--- src/mdspi_consts.vh ---
// constants for the motor driver serial slave: offsets, fields, resets, timing
// assumes a 100 MHz system clock; included by mdspi_slave.v and by the assertion checker
`ifndef MDSPI_CONSTS_VH
`define MDSPI_CONSTS_VH

// register addresses (five-bit address field)
`define MDSPI_ADDR_WDOG 5'h00
`define MDSPI_ADDR_CTRL3 5'h03
`define MDSPI_ADDR_STAT0 5'h04
`define MDSPI_ADDR_STAT3 5'h07

// command byte layout
`define MDSPI_CMD_TYPE_POS 7
`define MDSPI_CMD_ADDR_MSB 4

// watchdog_control fields
`define MDSPI_WD_ARM_POS 7
`define MDSPI_WD_SEL_MSB 6
`define MDSPI_WD_SEL_LSB 3

// sleep bit inside control register 3
`define MDSPI_SLEEP_POS 6

// warm boot flag position inside status register 0
`define MDSPI_WARM_POS 6
// status input bits that the flags may set (warm boot is internal)
`define MDSPI_STAT_IN_MASK 28'hfffffbf

// reset values
`define MDSPI_CTRL_RST 8'h00
`define MDSPI_STAT_RST 28'h0000000
`define MDSPI_SYNC_RST 6'h01

// transfer framing
`define MDSPI_WRITE_BITS 5'h10
`define MDSPI_PKT_SAT 5'h1f

// timing
`define MDSPI_CLK_MHZ 100
`define MDSPI_WD_UNIT_MS 32

`endif

--- src/mdspi_slave.v ---
// motor driver serial slave: mode 0 serial port, control and status
// registers, watchdog, sleep gating and the active-low fault output.
// assumes every pin input is asynchronous to clock; the serial clock is
// slow enough (80 ns period) to be oversampled by the 100 MHz clock.
//
// Notes on behaviour
// [RULE_01] sleep: drivers high impedance, analog off, registers kept
// [RULE_02] sleep ignores step and direction input edges
// [RULE_03] sleep keeps serial and hard clear; clocks gated
// [RULE_04] clearing sleep resumes; master waits pump settle
// [RULE_05] device is slave only, never starts transfers
// [RULE_06] chip select high releases open-drain data output
// [RULE_07] mode 0: out on falling, sample rising
// [RULE_08] msb first; first byte holds command and address
// [RULE_09] command bit 0 reads, 1 writes; five-bit address
// [RULE_10] output shift loads on every eighth falling edge
// [RULE_11] byte received during read is next command
// [RULE_12] status bit 7 is odd parity of bits 6..0
// [RULE_13] reading a status register clears status registers
// [RULE_14] status and fault update only with chip select high
// [RULE_15] write commits on first clock with select high
// [RULE_16] write needs exactly sixteen bits, else discarded
// [RULE_17] each byte returns register at last address
// [RULE_18] writes to read-only registers change nothing
// [RULE_19] master ignores first output after power-on
// [RULE_20] read after write returns old value first
// [RULE_21] control registers read/write, no parity, reset zero
// [RULE_22] arm bit 1 restarts watchdog; 0 clears warm flag
// [RULE_23] watchdog timeout is 32 ms times code plus one
// [RULE_24] fault output low while any error flag set
// [RULE_25] command bit 7, address bits 4..0, 6..5 ignored
// [RULE_26] select high resets bit counter to byte boundary
`timescale 1ns/1ps
`include "mdspi_consts.vh"
`default_nettype none

module mdspi_slave #(
    parameter [31:0] WDOG_UNIT_CYCLES = `MDSPI_WD_UNIT_MS * 1000 * `MDSPI_CLK_MHZ
) (
    input wire clock,
    input wire srst,
    input wire chip_select_n,
    input wire serialClk,
    input wire serial_in,
    output wire serialOut,
    output reg serialOutEn,
    input wire step_pulse_in,
    input wire directionIn,
    input wire hard_clear_in,
    input wire [27:0] statusFlagsIn,
    output wire fault_out_n,
    output reg faultOutEn,
    output reg stepEvent,
    output reg directionOut,
    output reg high_impedance,
    output reg analogShutdown,
    output wire clocksActive,
    output reg watchdogResetPulse
);

    // pin synchronisers: bit 0 select, 1 clock, 2 data, 3 step, 4 dir, 5 clear
    reg [5:0] syncA_reg;
    reg [5:0] syncB_reg;
    reg [5:0] syncC_reg;
    reg [5:0] pinFilt_reg;
    reg [5:0] pinPrev_reg;
    wire [5:0] pinFilt_next;

    // serial engine state
    reg [2:0] bitCnt_reg;
    reg [4:0] pktBits_reg;
    reg [7:0] rxShift_reg;
    reg [7:0] txShift_reg;
    reg [7:0] pendData_reg;
    reg [4:0] curAddr_reg;
    reg byteIsData_reg;
    reg firstWrite_reg;
    reg byteDone_reg;
    reg statusReadSeen_reg;
    // last finished byte was a read command; writes must not clear status
    reg readCmd_reg;

    // register storage
    reg [7:0] ctrlReg [0:3];
    reg [27:0] statReg_reg;
    reg warmBoot_reg;

    // watchdog
    reg wdRun_reg;
    reg [31:0] wdCnt_reg;

    // read mux result
    reg [7:0] readData;
    reg [6:0] statBits;

    wire csLow;
    wire csRise;
    wire sclkRise;
    wire sclkFall;
    wire sdiBit;
    wire rstAll;
    wire [7:0] rxByte;
    wire sleepMode;
    wire commitWrite;
    wire [4:0] wdMult;
    wire [36:0] wdLimit;
    wire wdTimeout;
    integer i;

    // a change counts only once the second and third stages agree
    assign pinFilt_next = (syncB_reg & syncC_reg) | (pinFilt_reg & (syncB_reg ^ syncC_reg));

    // three-stage synchronisers and the filtered pin levels
    always @(posedge clock) begin
        if (srst) begin
            syncA_reg <= `MDSPI_SYNC_RST;
            syncB_reg <= `MDSPI_SYNC_RST;
            syncC_reg <= `MDSPI_SYNC_RST;
            pinFilt_reg <= `MDSPI_SYNC_RST;
            pinPrev_reg <= `MDSPI_SYNC_RST;
        end else begin
            syncA_reg <= {hard_clear_in, directionIn, step_pulse_in,
                          serial_in, serialClk, chip_select_n};
            syncB_reg <= syncA_reg;
            syncC_reg <= syncB_reg;
            pinFilt_reg <= pinFilt_next;
            pinPrev_reg <= pinFilt_reg;
        end
    end

    // hard clear acts as a second synchronous reset of all digital logic after the pin filters
    assign rstAll = srst | pinFilt_reg[5]; // RULE_03

    assign csLow = ~pinFilt_reg[0];
    assign csRise = pinFilt_reg[0] & ~pinPrev_reg[0];
    // sampling on rising, shifting on falling: mode 0 only
    assign sclkRise = pinFilt_reg[1] & ~pinPrev_reg[1]; // RULE_07
    assign sclkFall = ~pinFilt_reg[1] & pinPrev_reg[1]; // RULE_07
    assign sdiBit = pinFilt_reg[2];
    // msb arrives first, so new bits enter at the bottom
    assign rxByte = {rxShift_reg[6:0], sdiBit}; // RULE_08

    assign sleepMode = ctrlReg[3][`MDSPI_SLEEP_POS];

    // read mux: control bytes plain, status bytes carry parity in bit 7
    always @* begin
        statBits = 7'h00;
        readData = 8'h00;
        if (curAddr_reg <= `MDSPI_ADDR_CTRL3) begin
            readData = ctrlReg[curAddr_reg[1:0]]; // RULE_21
        end else if (curAddr_reg <= `MDSPI_ADDR_STAT3) begin
            case (curAddr_reg[1:0])
                2'h0: statBits = statReg_reg[6:0];
                2'h1: statBits = statReg_reg[13:7];
                2'h2: statBits = statReg_reg[20:14];
                default: statBits = statReg_reg[27:21];
            endcase
            if (curAddr_reg == `MDSPI_ADDR_STAT0) begin
                statBits[`MDSPI_WARM_POS] = warmBoot_reg;
            end
            readData = {^statBits, statBits}; // RULE_12
        end
    end

    // serial engine; purely driven by the master's edges, never self-started
    always @(posedge clock) begin // RULE_05
        if (rstAll) begin
            bitCnt_reg <= 3'h0;
            pktBits_reg <= 5'h00;
            rxShift_reg <= 8'h00;
            txShift_reg <= 8'hff;
            pendData_reg <= 8'h00;
            curAddr_reg <= 5'h00;
            byteIsData_reg <= 1'b0;
            firstWrite_reg <= 1'b0;
            byteDone_reg <= 1'b0;
            statusReadSeen_reg <= 1'b0;
            readCmd_reg <= 1'b0;
        end else if (!csLow) begin
            // idle: realign to a byte boundary for the next packet
            bitCnt_reg <= 3'h0; // RULE_26
            pktBits_reg <= 5'h00; // RULE_26
            byteIsData_reg <= 1'b0; // RULE_26
            byteDone_reg <= 1'b0;
            readCmd_reg <= 1'b0;
            // the status block consumes this flag in the same cycle
            statusReadSeen_reg <= 1'b0;
        end else begin
            if (sclkRise) begin
                rxShift_reg <= rxByte;
                bitCnt_reg <= bitCnt_reg + 3'h1;
                // count every clocked bit so odd lengths can be detected
                if (pktBits_reg != `MDSPI_PKT_SAT) begin
                    pktBits_reg <= pktBits_reg + 5'h01; // RULE_16
                end
                if (bitCnt_reg == 3'h7) begin
                    byteDone_reg <= 1'b1;
                    if (byteIsData_reg) begin
                        // second byte of a write: data, not a command
                        pendData_reg <= rxByte;
                        byteIsData_reg <= 1'b0;
                        readCmd_reg <= 1'b0;
                    end else begin
                        // every non-data byte is a command, also during reads
                        curAddr_reg <= rxByte[`MDSPI_CMD_ADDR_MSB:0]; // RULE_25
                        byteIsData_reg <= rxByte[`MDSPI_CMD_TYPE_POS]; // RULE_09
                        readCmd_reg <= ~rxByte[`MDSPI_CMD_TYPE_POS]; // RULE_18
                        if (pktBits_reg == 5'h07) begin
                            firstWrite_reg <= rxByte[`MDSPI_CMD_TYPE_POS]; // RULE_11
                        end
                    end
                end
            end
            if (sclkFall) begin
                if (byteDone_reg) begin
                    // eighth falling edge: take the register at the last address
                    txShift_reg <= readData; // RULE_10 RULE_20
                    byteDone_reg <= 1'b0;
                    if (readCmd_reg && curAddr_reg >= `MDSPI_ADDR_STAT0 &&
                        curAddr_reg <= `MDSPI_ADDR_STAT3) begin
                        statusReadSeen_reg <= 1'b1; // RULE_13
                    end
                end else begin
                    // old contents keep going out until the next load
                    txShift_reg <= {txShift_reg[6:0], 1'b1}; // RULE_17
                end
            end
        end
    end

    // open drain: only ever pulls low, and only while selected
    assign serialOut = 1'b0;

    // enable tracks the outgoing bit; released whenever select is high
    always @(posedge clock) begin
        if (rstAll) begin
            serialOutEn <= 1'b0;
        end else begin
            serialOutEn <= csLow & ~txShift_reg[7]; // RULE_06
        end
    end

    // a write is kept only when exactly sixteen bits framed it
    assign commitWrite = csRise & firstWrite_reg &
                         (pktBits_reg == `MDSPI_WRITE_BITS); // RULE_16

    // control registers; commit waits for the first cycle with select high
    always @(posedge clock) begin
        if (rstAll) begin
            for (i = 0; i < 4; i = i + 1) begin
                ctrlReg[i] <= `MDSPI_CTRL_RST; // RULE_21
            end
        end else if (commitWrite && curAddr_reg <= `MDSPI_ADDR_CTRL3) begin
            // status addresses and the unmapped space fall through untouched
            ctrlReg[curAddr_reg[1:0]] <= pendData_reg; // RULE_15 RULE_18
        end
    end

    // status latch: frozen while selected so a read sees a stable frame
    always @(posedge clock) begin
        if (rstAll) begin
            statReg_reg <= `MDSPI_STAT_RST;
        end else if (!csLow) begin
            // new flags still land in the clearing cycle: set beats clear
            if (statusReadSeen_reg) begin
                statReg_reg <= statusFlagsIn & `MDSPI_STAT_IN_MASK; // RULE_13
            end else begin
                statReg_reg <= statReg_reg | (statusFlagsIn & `MDSPI_STAT_IN_MASK); // RULE_14
            end
        end
    end

    // fault output follows the latched flags, also only with select high
    always @(posedge clock) begin
        if (rstAll) begin
            faultOutEn <= 1'b0;
        end else if (!csLow) begin
            faultOutEn <= |statReg_reg; // RULE_24 RULE_14
        end
    end

    // open drain fault pin: low level driven while enabled
    assign fault_out_n = 1'b0;

    // watchdog interval: unit period times code plus one
    assign wdMult = {1'b0, ctrlReg[0][`MDSPI_WD_SEL_MSB:`MDSPI_WD_SEL_LSB]} + 5'h01;
    assign wdLimit = {5'h00, WDOG_UNIT_CYCLES} * {32'h0, wdMult}; // RULE_23
    assign wdTimeout = wdRun_reg && ({5'h00, wdCnt_reg} >= wdLimit - 37'h1);

    // watchdog timer; a rewrite of the arm bit restarts the count
    always @(posedge clock) begin
        if (rstAll) begin
            wdRun_reg <= 1'b0;
            wdCnt_reg <= 32'h0;
            watchdogResetPulse <= 1'b0;
        end else begin
            watchdogResetPulse <= wdTimeout;
            if (commitWrite && curAddr_reg == `MDSPI_ADDR_WDOG) begin
                // arm bit 1 starts or restarts, 0 stops
                wdRun_reg <= pendData_reg[`MDSPI_WD_ARM_POS]; // RULE_22
                wdCnt_reg <= 32'h0; // RULE_22
            end else if (wdTimeout) begin
                // expiry resets the controller and waits to be re-armed
                wdRun_reg <= 1'b0;
                wdCnt_reg <= 32'h0;
            end else if (wdRun_reg) begin
                wdCnt_reg <= wdCnt_reg + 32'h1;
            end
        end
    end

    // warm boot flag: set on expiry, cleared by writing arm bit 0
    always @(posedge clock) begin
        if (rstAll) begin
            warmBoot_reg <= 1'b0;
        end else if (wdTimeout) begin
            // an expiry in the clearing cycle is not lost
            warmBoot_reg <= 1'b1;
        end else if (commitWrite && curAddr_reg == `MDSPI_ADDR_WDOG &&
                     !pendData_reg[`MDSPI_WD_ARM_POS]) begin
            warmBoot_reg <= 1'b0; // RULE_22
        end
    end

    // sleep gating of the motor side; registers themselves are never cleared
    always @(posedge clock) begin
        if (rstAll) begin
            high_impedance <= 1'b0;
            analogShutdown <= 1'b0;
            stepEvent <= 1'b0;
            directionOut <= 1'b0;
        end else begin
            high_impedance <= sleepMode; // RULE_01
            analogShutdown <= sleepMode; // RULE_01
            // leaving sleep just lifts the gate; pump settling is the master's wait
            stepEvent <= ~sleepMode & pinFilt_reg[3] & ~pinPrev_reg[3]; // RULE_02 RULE_04
            if (!sleepMode) begin
                directionOut <= pinFilt_reg[4]; // RULE_02
            end
        end
    end

    // in sleep the digital clocks only run while a transfer is selected
    assign clocksActive = ~sleepMode | csLow; // RULE_03

endmodule

`default_nettype wire

--- config.mk ---
export PLATFORM = sky130hd
export DESIGN_NAME = mdspi_slave
export DESIGN_NICKNAME = d
export VERILOG_FILES = /design/src/mdspi_slave.v
export VERILOG_INCLUDE_DIRS = /design/src
export SDC_FILE = /design/constraint.sdc
export NUM_CORES = 1
export LEC_CHECK = 0
export ABC_AREA = 1
export ABC_CLOCK_PERIOD_IN_PS = 8900
export BUFFER_PORTS_ARGS = -buffer_cell sky130_fd_sc_hd__buf_2
export CORE_MARGIN = 5
export CORE_UTILIZATION = 60
export DETAILED_ROUTE_END_ITERATION = 8
export PLACE_DENSITY = 0.78
export SKIP_CTS_REPAIR_TIMING = 1
export SLEW_MARGIN = 40
export SYNTH_ARGS = -nofsm -noshare
export SYNTH_HDL_FRONTEND = slang
export SYNTH_SLANG_ARGS = --single-unit
--- constraint.sdc ---
create_clock -name clock -period 8.9 [get_ports clock]
set_input_delay 0.89 -clock clock [delete_from_list [all_inputs] [get_ports clock]]
set_output_delay 0.89 -clock clock [all_outputs]
set_load 0.05 [all_outputs]
==> flow_summary_export.csv <==
group,metric,value,unit
worst_hold_path,hold_depth,2,
global_routing,track_usage,22.2,%
clock_tree,cts_tree,"done",
setup_path,slowest_delay,0.61,ns
logic_synthesis,synth_edf_count,32,
global_routing,grt_pass1_vias,7223,
clock_tree,htreeDepth,4,
setup_path,reg2reg_to,"wdCnt_reg[19]",
setup_path,r2r_start,"ctrlReg[0][3]",
floorplan,initial_core_util,61.3,%
placed_design,hpwl,14400,microns
global_routing,grt_max_degree,47,
logic_synthesis,syn-cell-area,0.00932,sq mm
logic_synthesis,yosys_warnings,0,
setup_path,worstPathArrival,6.51,ns
setup_path,r2r_slack,2.68,ns
drt,vias,7592,
timing,setup_viol,0,
final_layout,multi_input_area,0.00494,sq mm
power_and_ir_drop,pwr-share-clk,41.9,%
clock_tree,clk_latency,0.42,ns
logic_synthesis,yosys-top-cells-area,"dfxtp_1 29%, edfxtp_1 10%, nand2_1 10%",
setup_path,worst-path-max-fanout,32,
job,max_cap_violations,0,
global_routing,antenna_found_initial,0,
clock_tree,numCtsBuffers,17,
clock_tree,clk_pin_slew,0.06,ns
logic_synthesis,yosysUniqueCellTypes,51,
power_and_ir_drop,pwr-share-comb,10.0,%
clock_tree,cts_root_buf,"clkbuf_16",
worst_hold_path,worstHoldStart,"syncA_reg[4]",
drt,wirelength,19700,microns
setup_path,worst-r2r-cell-count,28,
power_and_ir_drop,irDropWorstVdd,0.000150,V
drt,routedWlPerCell,13.9,microns
final_layout,final_cell_area,0.0102,sq mm
clock_tree,clock_sinks,169,
power_and_ir_drop,p_per_area,166,mW/mm^2
worst_hold_path,worstHoldPathType,"register to register",
global_routing,grt.overflow.total,0,
timing,fin_crit_sh,69.9,%
power_and_ir_drop,p_sw_share,24.2,%
logic_synthesis,yosys.area.top_type,"dfxtp_1",
power_and_ir_drop,p_switching,0.000408,W
logic_synthesis,async_reset_ff_share,0,%
drt,firstDrtPassIters,5,
placed_design,port_buffers,42,
floorplan,ioPinCount,46,
final_layout,fillerInstances,1304,
clock_tree,cts_buffer_depth,2,
placed_design,routabilityCongestion,0.907,
logic_synthesis,ys_seq_area_share,39.7,%
power_and_ir_drop,p_int,0.00128,W
timing,fin_crit,6.22,ns
setup_path,cp-start-kind,"register",
setup_path,cp.required,9.19,ns
timing,tightest_slew,0.804,ns
drt,drt_iter0_markers,604,
worst_hold_path,min_to,"syncB_reg[4]",
logic_synthesis,avgSynthCellArea,7.89,sq um
timing,hold_ws,0.400,ns
status,status,"finished clean",
logic_synthesis,yosys-top-cells-count,"250 x nand2_1, 137 x dfxtp_1, 135 x nor2_1",
floorplan,dieArea,0.0181,sq mm
drt,ant_nets,0,
timing,rsz0062_at_grt,"false",
final_layout,layout-drive-gt1-share,12.1,%
timing,slew_viol_final,0,
setup_path,cpMaxStageDelayCell,"edfxtp_1",
timing,slew-limit-headroom,46.1,%
timing,finalClockSkew,0.00663,ns
logic_synthesis,synth-main-ff-cell,"dfxtp_1",
logic_synthesis,netlist.area_leader.share,29.4,%
floorplan,die_w,135,microns
logic_synthesis,synthCells,1181,
setup_path,end_kind,"register",
power_and_ir_drop,pwr-share-seq,48.1,%
logic_synthesis,synth_most_common_cell,"nand2_1",
drt,viasPerCell,5.36,
drt,drc,0,
final_layout,area_growth,9.41,%
final_layout,antenna_cells,0,
final_layout,seqCellArea,0.00370,sq mm
global_routing,grt_pass1_wl,33100,microns
timing,finalHoldViolCount,0,
logic_synthesis,ys_ff_latch,169,
floorplan,core,0.0152,sq mm
power_and_ir_drop,p_leak,4.46,nW
floorplan,rows,45,
final_layout,nNetsFinal,1319,
setup_path,worstSetupPathType,"register to register",
placed_design,placed_area,0.00962,sq mm
floorplan,die_h,135,microns
timing,fin_setup_tns,0,ns
timing,max_freq,161,MHz
[cells in the final DEF (no fill, tap or decap), drive strengths merged, types with 3 or more instances in the layout]
cell type	count
a21oi	88
inv	131
clkbuf	25
nor4	12
ha	66
a211oi	3
nor3b	4
nand3	54
buf	45
nand4	21
dfxtp	137
clkinv	7
nor2	182
a31oi	3
nand2	258
xnor2	24
nor3	17
clkinvlp	3
or2	4
edfxtp	32
o21ai	62
a221oi	3
xor2	30
[power by group through the flow]
stage                     registers, W  clock network (W)  logic, W
after floorplan               0.000825                  0  0.000134
after global placement        0.000827                  0  0.000164
after detailed placement      0.000828                  0  0.000168
after CTS                     0.000811           0.000719  0.000170
after global routing          0.000813           0.000754  0.000192
final                         0.000812           0.000707  0.000169
[metrics by stage]
stage	total power [W]	cells	setup WS (ns)	utilization [%]
final	0.00169	1416	2.68	67.1
after global routing	0.00176	1416	2.15	67.1
after CTS	0.00170	1416	2.68	67.0
after detailed placement	0.000996	1385	2.76	63.3
after global placement	0.000991	1385	2.77	63.2
after floorplan	0.000959	1182	4.01	-
[routing by layer]
layer	global-route usage (%)	vias up	wire, microns
met1	27.7	3477	8630
met4	6.17	0	250
met3	4.28	22	906
met5	0	-	0
li1	-	3903	-
met2	39.3	190	9880
[final cells by class]
cell class	instances	area share [%]
Clock buffer	25	4.98
Clock inverter	6	0.613
Inverter	136	5.01
Multi-Input combinational cell	847	48.5
Sequential cell	169	36.3
Tap cell	188	2.31
Timing Repair Buffer	45	2.28
[worst max-delay path, delay by kind of cell (launching register included)]
kind	cells	cell delay, ns
AOI/OAI and AO/OA	2	0.32
xor gates and xnor gates	1	0.09
adders and majority gates	6	1.84
buffers and inverters	1	0.04
DFF	1	0.61
and+or+nand+nor	18	3.13
[logic make-up after synthesis]
family / count (synthesis) / share of synthesized area [%]
AND/OR/NAND/NOR: 555 / 28.9
flip-flops: 169 / 39.7
AO/OA/AOI/OAI: 168 / 9.64
buffers and inverters: 166 / 7.41
adder cells (fa/ha/maj): 67 / 9.08
XOR/XNOR: 54 / 5.07
other: 1 / 0.0402
multiplexers: 1 / 0.107
[how the worst max path moves through the flow]
stage | endpoint | slack, ns | from | cells after the start
finish | wdCnt_reg[19] | 2.68 | ctrlReg[0][3] | 28
global route | wdCnt_reg[19] | 2.15 | ctrlReg[0][3] | 29
CTS | wdCnt_reg[19] | 2.68 | ctrlReg[0][3] | 28
detailed placement | wdCnt_reg[19] | 2.76 | ctrlReg[0][3] | 28
global placement | wdCnt_reg[19] | 2.77 | ctrlReg[0][3] | 28
floorplan | wdCnt_reg[0] | 4.01 | ctrlReg[0][3] | 29
(Power assumes the default switching activity.)
